<file path="src/hw/cmp_pkg.sv">
// Shared constants, types and helpers for the dual comparator control block.
package cmp_pkg;

  localparam int NUM_CMP = 2;

  // Byte addresses of the register map; each channel repeats at a stride.
  localparam logic [5:0] ADDR_CTRL0 = 6'h00;
  localparam logic [5:0] ADDR_CTRL1 = 6'h04;
  localparam logic [5:0] ADDR_NSEL = 6'h08;
  localparam logic [5:0] ADDR_PSEL = 6'h0c;
  localparam logic [5:0] CH_STRIDE = 6'h10;
  localparam logic [5:0] ADDR_MIRROR = 6'h20;
  localparam logic [5:0] ADDR_IRQ_STAT = 6'h24;
  localparam logic [5:0] ADDR_IRQ_MASK = 6'h28;

  // Field positions.
  localparam int EN_BIT = 7;
  localparam int OUT_BIT = 6;
  localparam int POLARITY_BIT = 4;
  localparam int ONE_BIT = 2;
  localparam int HYSTERESIS_BIT = 1;
  localparam int SYNC_BIT = 0;
  localparam int RISE_BIT = 1;
  localparam int FALL_BIT = 0;
  localparam int SEL_MSB = 2;

  // Channel select encodings.
  localparam logic [2:0] NSEL_PIN_END = 3'h4;
  localparam logic [2:0] PSEL_PIN_END = 3'h2;
  localparam logic [2:0] PSEL_DAC = 3'h5;
  localparam logic [2:0] SEL_FVR = 3'h6;
  localparam logic [2:0] SEL_GND = 3'h7;

  // Auto-trigger codes of the converter that name each comparator.
  localparam logic [4:0] ADC_TRIG_CMP1 = 5'h0d;
  localparam logic [4:0] ADC_TRIG_CMP2 = 5'h0e;

  typedef enum logic [1:0] {
    BUS_IDLE = 2'b01,
    BUS_ACK = 2'b10
  } bus_state_t;

  typedef struct packed {
    logic en;
    logic polarity_select;
    logic hysteresis_enable;
    logic sync;
    logic rise_irq_enable;
    logic fall_irq_enable;
    logic [2:0] inv_channel_sel;
    logic [2:0] noninv_channel_sel;
  } cmp_cfg_t;

  localparam cmp_cfg_t CFG_RST = '0;

  typedef struct packed {
    logic [3:0] inv_pin;
    logic inv_fvr;
    logic inv_gnd;
    logic [1:0] ni_pin;
    logic ni_dac;
    logic ni_fvr;
    logic ni_gnd;
    logic hysteresis_enable;
    logic power;
  } analog_ctl_t;

  typedef struct packed {
    logic status;
    logic ext;
    logic rise;
    logic fall;
  } cmp_out_t;

  // Address of a channel register, used by both the read and write decode.
  function automatic logic [5:0] ch_addr(logic [5:0] base, int ch);
    ch_addr = base + 6'(ch * 16);
  endfunction

endpackage

</file>
<file path="src/hw/cmp_channel.sv">
// Output path of one comparator: gating, polarity, latches and edge detect.
`timescale 1ns/100ps
module cmp_channel (
  input wire logic clk_i,
  input wire logic arst_n_i,
  input wire cmp_pkg::cmp_cfg_t cfg_i,
  input wire logic raw_i,
  input wire logic tmr_fall_i,
  output cmp_pkg::cmp_out_t out_o
);

  logic polarity_out;
  logic status_q;
  logic prev_q;
  logic ext_q;

  // A disabled comparator reads low before polarity, so toggling the
  // enable or the polarity can still make an edge.
  assign polarity_out = (cfg_i.en & raw_i) ^ cfg_i.polarity_select;

  always_ff @(posedge clk_i or negedge arst_n_i) begin
    if (!arst_n_i) begin
      status_q <= 1'b0;
      prev_q <= 1'b0;
    end else begin
      status_q <= polarity_out;
      prev_q <= status_q;
    end
  end

  // The timer counts on its rising edge, so latching on the falling edge
  // keeps the gate steady while the count moves.
  always_ff @(posedge clk_i or negedge arst_n_i) begin
    if (!arst_n_i) begin
      ext_q <= 1'b0;
    end else if (tmr_fall_i) begin
      ext_q <= polarity_out;
    end
  end

  always_comb begin
    out_o.status = status_q;
    out_o.ext = cfg_i.sync ? ext_q : polarity_out;
    out_o.rise = status_q & ~prev_q;
    out_o.fall = ~status_q & prev_q;
  end

endmodule

</file>
<file path="src/hw/cmp_pair_ctrl.sv">
// Top of the dual comparator control block with its Avalon-MM registers.
`timescale 1ns/100ps
// Operation
// - Raw result is high when non-inverting input exceeds inverting input.
// - Enable bit powers the comparator; cleared means off, no active current.
// - Status bit returns the result after the polarity is applied.
// - Polarity bit inverts the output, same as swapping the inputs.
// - Hysteresis bit switches the analog hysteresis on or off.
// - Sync bit makes the gate and pin output follow the timer clock.
// - In sync mode the output latches on the timer clock falling edge.
// - Internal output registers every cycle; pin output is otherwise unlatched.
// - Fall enable lets a falling status edge set the interrupt flag.
// - Software clears the flag; a same-cycle enabled edge keeps it set.
// - Edges are seen even when disabled, from polarity or enable toggles.
// - Inverting select: pins 0-3, two unused, reference buffer, ground.
// - Non-inverting select: pins 0-1, three unused, converter output, buffer, ground.
// - Mirror register holds comparator 1 status in bit 0, 2 in bit 1.
// - Control 0 bit 2 reads one; other unused bits read zero.
// - Comparator output serves as a timer gate source.
// - A selected comparator's rising output starts a converter conversion.
module cmp_pair_ctrl (
  input wire logic clk_i,
  input wire logic arst_n_i,
  input wire logic [5:0] avs_address_i,
  input wire logic avs_read_i,
  input wire logic avs_write_i,
  input wire logic [31:0] avs_writedata_i,
  input wire logic [3:0] avs_byteenable_i,
  output logic [31:0] avs_readdata_o,
  output logic avs_waitrequest_o,
  input wire logic [1:0] raw_cmp_i,
  input wire logic tmr_clk_i,
  input wire logic [4:0] adc_trigger_select_i,
  output cmp_pkg::analog_ctl_t [1:0] analog_ctl_o,
  output logic [1:0] cmp_gate_o,
  output logic adc_start_o,
  output logic irq_o
);

  cmp_pkg::bus_state_t state_q;
  cmp_pkg::bus_state_t state_d;
  cmp_pkg::cmp_cfg_t [1:0] cfg_q;
  cmp_pkg::cmp_out_t [1:0] cmp_out;
  logic [31:0] rdata_q;
  logic [31:0] rd_mux;
  logic [1:0] irq_stat_q;
  logic [1:0] irq_mask_q;
  logic [1:0] irq_set;
  logic [1:0] irq_clr;
  logic [1:0] mirror;
  logic wr_go;
  logic wr_low;
  logic tmr_clk_q;
  logic tmr_fall;
  logic adc_start_q;

  // Bus slave: every access takes one wait cycle, so read data can come
  // from a flop and a write lands on the edge where waitrequest is low.
  always_comb begin
    state_d = state_q;
    unique case (state_q)
      cmp_pkg::BUS_IDLE: begin
        if (avs_read_i || avs_write_i) begin
          state_d = cmp_pkg::BUS_ACK;
        end
      end
      cmp_pkg::BUS_ACK: begin
        state_d = cmp_pkg::BUS_IDLE;
      end
      default: begin
        state_d = cmp_pkg::BUS_IDLE;
      end
    endcase
  end

  always_ff @(posedge clk_i or negedge arst_n_i) begin
    if (!arst_n_i) begin
      state_q <= cmp_pkg::BUS_IDLE;
    end else begin
      state_q <= state_d;
    end
  end

  assign avs_waitrequest_o = (avs_read_i || avs_write_i) && (state_q != cmp_pkg::BUS_ACK);
  assign wr_go = (state_q == cmp_pkg::BUS_ACK) && avs_write_i;
  // Only the low byte holds fields; other lanes are accepted and dropped.
  assign wr_low = wr_go && avs_byteenable_i[0];

  assign mirror = {cmp_out[1].status, cmp_out[0].status};

  // Read decode; unmapped addresses return zero.
  always_comb begin
    rd_mux = '0;
    for (int ch = 0; ch < cmp_pkg::NUM_CMP; ch++) begin
      if (avs_address_i == cmp_pkg::ch_addr(cmp_pkg::ADDR_CTRL0, ch)) begin
        rd_mux[cmp_pkg::EN_BIT] = cfg_q[ch].en;
        rd_mux[cmp_pkg::OUT_BIT] = cmp_out[ch].status;
        rd_mux[cmp_pkg::POLARITY_BIT] = cfg_q[ch].polarity_select;
        rd_mux[cmp_pkg::ONE_BIT] = 1'b1;
        rd_mux[cmp_pkg::HYSTERESIS_BIT] = cfg_q[ch].hysteresis_enable;
        rd_mux[cmp_pkg::SYNC_BIT] = cfg_q[ch].sync;
      end
      if (avs_address_i == cmp_pkg::ch_addr(cmp_pkg::ADDR_CTRL1, ch)) begin
        rd_mux[cmp_pkg::RISE_BIT] = cfg_q[ch].rise_irq_enable;
        rd_mux[cmp_pkg::FALL_BIT] = cfg_q[ch].fall_irq_enable;
      end
      if (avs_address_i == cmp_pkg::ch_addr(cmp_pkg::ADDR_NSEL, ch)) begin
        rd_mux[cmp_pkg::SEL_MSB:0] = cfg_q[ch].inv_channel_sel;
      end
      if (avs_address_i == cmp_pkg::ch_addr(cmp_pkg::ADDR_PSEL, ch)) begin
        rd_mux[cmp_pkg::SEL_MSB:0] = cfg_q[ch].noninv_channel_sel;
      end
    end
    if (avs_address_i == cmp_pkg::ADDR_MIRROR) begin
      rd_mux[1:0] = mirror;
    end
    if (avs_address_i == cmp_pkg::ADDR_IRQ_STAT) begin
      rd_mux[1:0] = irq_stat_q;
    end
    if (avs_address_i == cmp_pkg::ADDR_IRQ_MASK) begin
      rd_mux[1:0] = irq_mask_q;
    end
  end

  always_ff @(posedge clk_i or negedge arst_n_i) begin
    if (!arst_n_i) begin
      rdata_q <= '0;
    end else if (state_q == cmp_pkg::BUS_IDLE && avs_read_i) begin
      rdata_q <= rd_mux;
    end
  end

  assign avs_readdata_o = rdata_q;

  // Configuration writes.
  always_ff @(posedge clk_i or negedge arst_n_i) begin
    if (!arst_n_i) begin
      cfg_q <= {cmp_pkg::CFG_RST, cmp_pkg::CFG_RST};
    end else begin
      for (int ch = 0; ch < cmp_pkg::NUM_CMP; ch++) begin
        if (wr_low && avs_address_i == cmp_pkg::ch_addr(cmp_pkg::ADDR_CTRL0, ch)) begin
          cfg_q[ch].en <= avs_writedata_i[cmp_pkg::EN_BIT];
          cfg_q[ch].polarity_select <= avs_writedata_i[cmp_pkg::POLARITY_BIT];
          cfg_q[ch].hysteresis_enable <= avs_writedata_i[cmp_pkg::HYSTERESIS_BIT];
          cfg_q[ch].sync <= avs_writedata_i[cmp_pkg::SYNC_BIT];
        end
        if (wr_low && avs_address_i == cmp_pkg::ch_addr(cmp_pkg::ADDR_CTRL1, ch)) begin
          cfg_q[ch].rise_irq_enable <= avs_writedata_i[cmp_pkg::RISE_BIT];
          cfg_q[ch].fall_irq_enable <= avs_writedata_i[cmp_pkg::FALL_BIT];
        end
        if (wr_low && avs_address_i == cmp_pkg::ch_addr(cmp_pkg::ADDR_NSEL, ch)) begin
          cfg_q[ch].inv_channel_sel <= avs_writedata_i[cmp_pkg::SEL_MSB:0];
        end
        if (wr_low && avs_address_i == cmp_pkg::ch_addr(cmp_pkg::ADDR_PSEL, ch)) begin
          cfg_q[ch].noninv_channel_sel <= avs_writedata_i[cmp_pkg::SEL_MSB:0];
        end
      end
    end
  end

  // The timer clock is sampled as a plain input; its falling edge is the
  // latch strobe for synchronous mode.
  always_ff @(posedge clk_i or negedge arst_n_i) begin
    if (!arst_n_i) begin
      tmr_clk_q <= 1'b0;
    end else begin
      tmr_clk_q <= tmr_clk_i;
    end
  end

  assign tmr_fall = tmr_clk_q & ~tmr_clk_i;

  for (genvar g = 0; g < cmp_pkg::NUM_CMP; g++) begin : g_cmp
    cmp_channel u_channel (
      .clk_i(clk_i),
      .arst_n_i(arst_n_i),
      .cfg_i(cfg_q[g]),
      .raw_i(raw_cmp_i[g]),
      .tmr_fall_i(tmr_fall),
      .out_o(cmp_out[g])
    );
    cmp_sel_decode u_decode (
      .clk_i(clk_i),
      .arst_n_i(arst_n_i),
      .cfg_i(cfg_q[g]),
      .ctl_o(analog_ctl_o[g])
    );
    assign irq_set[g] = (cmp_out[g].rise & cfg_q[g].rise_irq_enable)
                      | (cmp_out[g].fall & cfg_q[g].fall_irq_enable);
    assign cmp_gate_o[g] = cmp_out[g].ext;
  end

  // Interrupt status: write one to clear, and a new event wins the race.
  assign irq_clr = (wr_low && avs_address_i == cmp_pkg::ADDR_IRQ_STAT) ?
                   avs_writedata_i[1:0] : 2'h0;

  always_ff @(posedge clk_i or negedge arst_n_i) begin
    if (!arst_n_i) begin
      irq_stat_q <= 2'h0;
    end else begin
      irq_stat_q <= (irq_stat_q & ~irq_clr) | irq_set;
    end
  end

  always_ff @(posedge clk_i or negedge arst_n_i) begin
    if (!arst_n_i) begin
      irq_mask_q <= 2'h0;
    end else if (wr_low && avs_address_i == cmp_pkg::ADDR_IRQ_MASK) begin
      irq_mask_q <= avs_writedata_i[1:0];
    end
  end

  assign irq_o = |(irq_stat_q & irq_mask_q);

  // Converter start pulse, one cycle, for the comparator it has selected.
  always_ff @(posedge clk_i or negedge arst_n_i) begin
    if (!arst_n_i) begin
      adc_start_q <= 1'b0;
    end else begin
      adc_start_q <= (cmp_out[0].rise && adc_trigger_select_i == cmp_pkg::ADC_TRIG_CMP1)
                   || (cmp_out[1].rise && adc_trigger_select_i == cmp_pkg::ADC_TRIG_CMP2);
    end
  end

  assign adc_start_o = adc_start_q;
endmodule

</file>
<file path="src/hw/cmp_sel_decode.sv">
// Registered decode of the channel selects into analog switch enables.
`timescale 1ns/100ps
module cmp_sel_decode (
  input wire logic clk_i,
  input wire logic arst_n_i,
  input wire cmp_pkg::cmp_cfg_t cfg_i,
  output cmp_pkg::analog_ctl_t ctl_o
);

  cmp_pkg::analog_ctl_t ctl_d;

  // A disabled comparator closes no input switch, so it draws no current.
  always_comb begin
    ctl_d = '0;
    ctl_d.power = cfg_i.en;
    ctl_d.hysteresis_enable = cfg_i.en & cfg_i.hysteresis_enable;
    if (cfg_i.en) begin
      if (cfg_i.inv_channel_sel < cmp_pkg::NSEL_PIN_END) begin
        ctl_d.inv_pin[cfg_i.inv_channel_sel[1:0]] = 1'b1;
      end
      ctl_d.inv_fvr = (cfg_i.inv_channel_sel == cmp_pkg::SEL_FVR);
      ctl_d.inv_gnd = (cfg_i.inv_channel_sel == cmp_pkg::SEL_GND);
      if (cfg_i.noninv_channel_sel < cmp_pkg::PSEL_PIN_END) begin
        ctl_d.ni_pin[cfg_i.noninv_channel_sel[0]] = 1'b1;
      end
      ctl_d.ni_dac = (cfg_i.noninv_channel_sel == cmp_pkg::PSEL_DAC);
      ctl_d.ni_fvr = (cfg_i.noninv_channel_sel == cmp_pkg::SEL_FVR);
      ctl_d.ni_gnd = (cfg_i.noninv_channel_sel == cmp_pkg::SEL_GND);
    end
  end

  always_ff @(posedge clk_i or negedge arst_n_i) begin
    if (!arst_n_i) begin
      ctl_o <= '0;
    end else begin
      ctl_o <= ctl_d;
    end
  end

endmodule
</file>
<file path="config.mk">
export PLATFORM = sky130hd
export DESIGN_NAME = cmp_pair_ctrl
export DESIGN_NICKNAME = d
export VERILOG_FILES = /design/src/hw/cmp_pkg.sv /design/src/hw/cmp_channel.sv /design/src/hw/cmp_pair_ctrl.sv /design/src/hw/cmp_sel_decode.sv
export SDC_FILE = /design/constraint.sdc
export NUM_CORES = 1
export LEC_CHECK = 0
export BUFFER_PORTS_ARGS = -buffer_cell sky130_fd_sc_hd__buf_2
export CAP_MARGIN = 20
export CORE_ASPECT_RATIO = 0.8
export CORE_MARGIN = 4
export CORE_UTILIZATION = 45
export CTS_CLUSTER_DIAMETER = 200
export DETAILED_ROUTE_END_ITERATION = 10
export GPL_TIMING_DRIVEN = 0
export PLACE_DENSITY = 0.74
export SETUP_SLACK_MARGIN = 0.15
export SYNTH_ARGS = -nofsm -noshare
export SYNTH_HDL_FRONTEND = slang
export SYNTH_SLANG_ARGS = --single-unit
</file>
<file path="constraint.sdc">
create_clock -name clk_i -period 1.7 [get_ports clk_i]
set_input_delay 0.085 -clock clk_i [delete_from_list [all_inputs] [get_ports clk_i]]
set_output_delay 0.085 -clock clk_i [all_outputs]
set_load 0.05 [all_outputs]
</file>
==> flow_metrics.tcl, run 1 <==
set metrics [dict create \
    htree_levels 3 \
    path_cells "buf_8, nand2_2, xnor2_2, mux2_4, buf_8" \
    grt_use_total 0.183 \
    setup_violations 0 \
    leakagePower_nw 2.10 \
    fmax_ghz 0.649 \
    cp-end-kind "primary output" \
    antenna_found_initial 0 \
    p_seq_frac 0.473 \
    run_status "completed" \
    cp_slowest_cell "dfrtp_1" \
    min_period_over_period 0.906 \
    die_y_um 83.4 \
    grt_pass1_wl_um 12000 \
    worstSetupPathType "flop to primary output" \
    p_int_mw 2.69 \
    routed_wl_um 7320 \
    grt_pass1_vias 2360 \
    seq_area_frac_synth 0.549 \
    fin_setup_tns_ps 0 \
    cts_num_sinks 70 \
    coreArea_sq_um 6890 \
    switching_share 0.304 \
    tightest_slew_ps 872 \
    worstRegToRegCells 4 \
    fp.dieArea_sq_um 8520 \
    numPortBuffers 57 \
    period_needed_ps 1540 \
    final_cells 473 \
    fill_cells 602 \
    cp_max_fo 3 \
    initial_core_util 0.464 \
    detailedRoute.firstIterationViolations 151 \
    p_sw_mw 1.17 \
    hold_viol_final 0 \
    r2r_end "avs_readdata_o[1]" \
    cts-root-buf "clkbuf_8" \
    clk_pin_slew_ps 70 \
    synth_edf_count 0 \
    slew_violations 0 \
    post_drt_wl_per_cell_um 15.5 \
    layout-drive-gt1-share 0.391 \
    clkLatencyLatePin_ps 340 \
    place_inst 446 \
    dpl.hpwl_um 5370 \
    arrival_ps 1460 \
    hold_end "g_cmp[0].u_channel.status_q" \
    gp_congestion 0.901 \
    hp-start "raw_cmp_i[0]" \
    required_ps 1620 \
    synth_top_cell_by_area "dfrtp_1" \
    combPwrFrac 0.185 \
    dr.pass1.iters 4 \
    ioPinCount 117 \
    syn_to_final_growth_pct 27.3 \
    row_count 27 \
    whs_path_depth 3 \
    grt_max_degree 71 \
    final_nets 435 \
    cts_tree "done" \
    r2r_start "cfg_q[4]" \
    ys_ff_latch 70 \
    rsz0062_at_grt "yes" \
    ctsLongestPathBuffers 2 \
    yosys_most_used_dff "dfrtp_1" \
    drv_cap 0 \
    mostFrequentLayoutCells "dfrtp_1 (68), buf_2 (55), buf_4 (31)" \
    yosysWarningCount 0 \
    drc_errors 0 \
    netlist_area_sq_um 3200 \
    synth.distinct_cells 42 \
    async_flop_share 1.00 \
    ant_nets 0 \
    grt_remaining_overflow 0 \
    slew_headroom 0.418 \
    cellPowerDensity_nw_per_um2 949 \
    viasPerCell 4.99 \
    synth_top_area_frac 0.540 \
    final_core_util 0.590 \
    syn_area_per_cell_sq_um 11.5 \
    num_antenna_cells 0 \
    cts_buffers 9 \
    syn_inst 277 \
    fp.dieW_um 102 \
    fin_worst_skew_ps 6.44 \
    min_path_type "input pin to flop" \
    final_common_cell "dfrtp_1" \
    worstSetupStartpointType "flop" \
    slowest_delay_ps 380 \
    pwr-share-clk 0.342 \
    r2r_slack_ps 220 \
    vias 2362 \
    worst_path_most_repeated_cell "buf_8" \
    ys_top_cells_by_area "dfrtp_1 (54%), mux2_2 (11%), buf_4 (6.1%)" \
    worst_ir_drop_vdd_mv 0.593 \
]
[what timing repair did]
action	4_1_cts	5_1_grt
hold endpoints to repair	75	0
gates cloned	0	0
resized for setup	10	12
setup buffers	1	3
hold buffers	7	0
endpoints found under the setup margin	12	27
pin swaps	0	2
[Yosys cell counts, types with 2 or more instances]
library cell,count
nor2_1,21
dfrtp_1,69
clkbuf_1,4
nor3_1,13
a221o_1,2
a31oi_1,3
mux2_2,31
nand3_1,9
a21oi_1,3
mux2i_1,8
nand2_1,19
and2_1,2
nor3b_1,5
a22o_1,2
buf_1,3
nor2b_1,4
nand3b_1,4
buf_4,26
inv_1,5
o211ai_1,3
o21ai_0,8
or3_1,2
nand2b_1,9
and4_1,3
xnor2_1,2
[registers in the layout, summed over array words and instances, names as in the netlist]
signal / cells
avs_readdata_o: 6
g_cmp.u_channel.ext_q: 2
tmr_clk_q: 1
g_cmp.u_decode.ctl_o: 26
irq_mask_q: 2
state_q: 2
irq_stat_q: 2
adc_start_o: 1
g_cmp.u_channel.prev_q: 2
g_cmp.u_channel.status_q: 2
cfg_q: 24
[cells by family after synthesis]
family / count (synthesis) / share of synthesized area
XOR/XNOR: 2 / 0.00548
other: 1 / 0.00117
multiplexers: 40 / 0.141
AO/OA/AOI/OAI: 26 / 0.0548
flip-flops: 70 / 0.549
buffers and inverters: 39 / 0.0767
AND/OR/NAND/NOR: 99 / 0.172
[critical path: cells and delay by family (launching register included)]
kind	cells	cell delay [ps]
xor+xnor	1	140
buf+inv	2	260
flops	1	380
mux	1	280
simple gates	1	50
[power by group through the flow]
stage                     Sequential, mW  Combinational, mW  Clock, mW
after global placement              1.85              0.666          0
after global routing                1.84              0.775       1.44
after CTS                           1.82              0.701       1.35
after floorplan                     1.95              0.406          0
after detailed placement            1.86              0.678          0
final                               1.83              0.715       1.32
[worst max path at each step]
| stage | from | end |
|---|---|---|
| after detailed placement | avs_address_i[1] | cfg_q[14] |
| after global routing | cfg_q[23] | cmp_gate_o[1] |
| final | cfg_q[23] | cmp_gate_o[1] |
| after floorplan | state_q[0] | avs_waitrequest_o |
| after global placement | avs_address_i[3] | cfg_q[13] |
| after CTS | cfg_q[23] | cmp_gate_o[1] |
[cell type report]
| type | instances | area [sq um] | share of cell area |
|---|---|---|---|
| clock buffers | 10 | 138 | 0.0338 |
| flip-flops and latches | 70 | 1750 | 0.431 |
| multi-input cells | 193 | 1340 | 0.330 |
| inverters | 5 | 18.8 | 0.00462 |
| repair buffers | 68 | 404 | 0.0994 |
| clock inverters | 6 | 61.3 | 0.0151 |
| plain buffers | 34 | 238 | 0.0585 |
| well taps | 87 | 109 | 0.0268 |
[layer usage]
layer	share of wire	up-vias	global-route usage
met2	0.44	84	0.256
met5	0	-	0
met1	0.47	1134	0.273
met3	0.085	11	0.0588
li1	-	1133	-
met4	0.011	0	0.0465
[through the flow]
stage | area, sq um | setup WS [ps] | power (mW) | hold slack, ps
floorplan | 3290 | 281 | 2.35 | -211
global placement | 3680 | -46.3 | 2.52 | 205
detailed placement | 3690 | -97.7 | 2.54 | 206
CTS | 4000 | 67.7 | 3.88 | 37.6
global route | 4070 | 82.9 | 4.06 | 43.6
finish | 4070 | 160 | 3.86 | 49.1
No activity file was read; power rests on OpenSTA's default activity.
==> run 2, diff against run 1 <==
- CORE_UTILIZATION: 45 -> 30
- PLACE_DENSITY: 0.74 -> unset
==> flow_metrics.tcl, run 2 (synthesis gave the netlist of run 1 again) <==
set metrics [dict create \
    ioPinCount 117 \
    ctsLongestPathBuffers 2 \
    cts_tree "done" \
    final_core_util 0.408 \
    cellPowerDensity_nw_per_um2 1030 \
    grt_pass1_vias 2186 \
    drv_cap 0 \
    grt_busiest_layer "met2" \
    p_seq_frac 0.422 \
    use_met3 0.0445 \
    clk_pin_slew_ps 50 \
    met1_usage 0.164 \
    total_power_mw 4.34 \
    tightest_slew_ps 873 \
    final_common_cell "dfrtp_1" \
    fp.dieArea_sq_um 12400 \
    antenna_found_initial 0 \
    die_y_um 100 \
    largest_reg_flops 26 \
    final_cells 527 \
    syn_to_final_growth_pct 31.8 \
    gp_congestion 0.864 \
    coreArea_sq_um 10300 \
    r2r_slack_ps 180 \
    top_register "g_cmp.u_decode.ctl_o" \
    ant_nets 0 \
    detailedRoute.firstIterationViolations 82 \
    post_drt_wl_per_cell_um 14.0 \
    cts-root-buf "clkbuf_16" \
    grt_pass1_wl_um 11400 \
    fmax_ghz 0.644 \
    hold_viol_final 0 \
    initial_core_util 0.310 \
    leakagePower_nw 2.15 \
    rsz0062_at_grt "yes" \
    place_inst 499 \
    worstSetupStartpointType "flop" \
    dr.pass1.iters 4 \
    cp_max_fo 2 \
    mostFrequentLayoutCells "dfrtp_1 (66), buf_2 (55), buf_4 (34)" \
    slew_violations 0 \
    num_antenna_cells 0 \
    period_needed_ps 1550 \
    cp-end-kind "primary output" \
    required_ps 1620 \
    p_sw_mw 1.21 \
    htree_levels 3 \
    run_status "completed" \
    row_count 33 \
    setup_violations 0 \
    worst_hold_slack_ps 44.1 \
    pwr-share-clk 0.415 \
    fin_worst_skew_ps 4.74 \
    combPwrFrac 0.163 \
    fp.dieW_um 123 \
    routed_wl_um 7370 \
    cts_buffers 9 \
    multi_input_area_sq_um 1320 \
    min_period_over_period 0.913 \
    fill_cells 1030 \
    min_path_type "input pin to flop" \
    viasPerCell 4.35 \
    whs_path_depth 2 \
    numPortBuffers 57 \
    final_nets 437 \
    worstRegToRegCells 4 \
    r2r_start "state_q[0]" \
    cts_num_sinks 70 \
    use_met2 0.183 \
    clkLatencyLatePin_ps 340 \
    worstSetupPathType "flop to primary output" \
    dpl.hpwl_um 5380 \
    crit_end "cmp_gate_o[1]" \
    layout.area.seq_sq_um 1760 \
    grt_use_total 0.124 \
    grt_max_degree 71 \
    drc_errors 0 \
    switching_share 0.278 \
    worstSetupStartpoint "cfg_q[23]" \
    slew_headroom 0.418 \
    layout-drive-gt1-share 0.390 \
    grt_remaining_overflow 0 \
    arrival_ps 1470 \
    r2r_end "cfg_q[23]" \
    p_int_mw 3.13 \
    vias 2295 \
    worst_ir_drop_vdd_mv 0.616 \
]
run 2: changes by cell type in the layout (fill, tap and decap cells not counted), moves of 2 or more:
| cell | previous run | this run |
|---|---|---|
| buf_4 | 31 | 34 |
| clkbuf_16 | 0 | 9 |
| clkbuf_8 | 10 | 2 |
| dfrtp_1 | 68 | 66 |
| dfrtp_2 | 1 | 3 |
run 2: worst min path at each step:
stage                             from          end  slack, ps
floorplan                     arst_n_i  adc_start_o       -210
global placement             tmr_clk_i    tmr_clk_q        200
detailed placement           tmr_clk_i    tmr_clk_q        210
CTS                 avs_writedata_i[2]    cfg_q[14]         30
global route        avs_writedata_i[2]     cfg_q[5]         50
finish              avs_writedata_i[2]    cfg_q[17]         40
run 2: routing by layer:
metal	wire length, um	share of wire
met5	0	0
met4	83	0.011
met3	509	0.069
met2	3380	0.46
met1	3390	0.46
run 2: power groups by stage:
stage / logic (mW) / registers [mW] / clock network (mW)
after global routing: 0.768 / 1.84 / 1.94
after detailed placement: 0.682 / 1.86 / 0
after global placement: 0.674 / 1.85 / 0
after CTS: 0.703 / 1.83 / 1.86
after floorplan: 0.406 / 1.95 / 0
final: 0.709 / 1.83 / 1.80
run 2: stage by stage:
stage          setup slack (ps)  instance area [sq um]  TNS, ps
2_1_floorplan               281                   3290        0
3_3_place_gp              -56.4                   3750     -500
3_5_place_dp              -68.8                   3750     -686
4_1_cts                     123                   4150        0
5_1_grt                    97.3                   4210        0
6_report                    148                   4210        0
run 2: layout make-up:
| class | count | share of cell area |
|---|---|---|
| clock inverter | 5 | 0.0119 |
| inverter | 5 | 0.00446 |
| buffer | 34 | 0.0561 |
| clock buffer | 10 | 0.0567 |
| tap | 140 | 0.0416 |
| sequential | 70 | 0.417 |
| multi-input combinational | 193 | 0.314 |
| timing repair buffer | 70 | 0.0986 |
run 2: repair_timing:
item                                    4_1_cts  5_1_grt
endpoints found under the setup margin        6       22
buffers inserted                              2        4
hold endpoints to repair                     75        0
gates resized for setup                       7       10
hold buffers                                  7        0
pin swaps                                     0        3
run 2: critical path, stage by stage (launching register included):
cell	delay (ps)
dfrtp_1	350
clkbuf_8	130
nand2_1	80
xnor2_2	150
mux2_4	280
buf_8	150
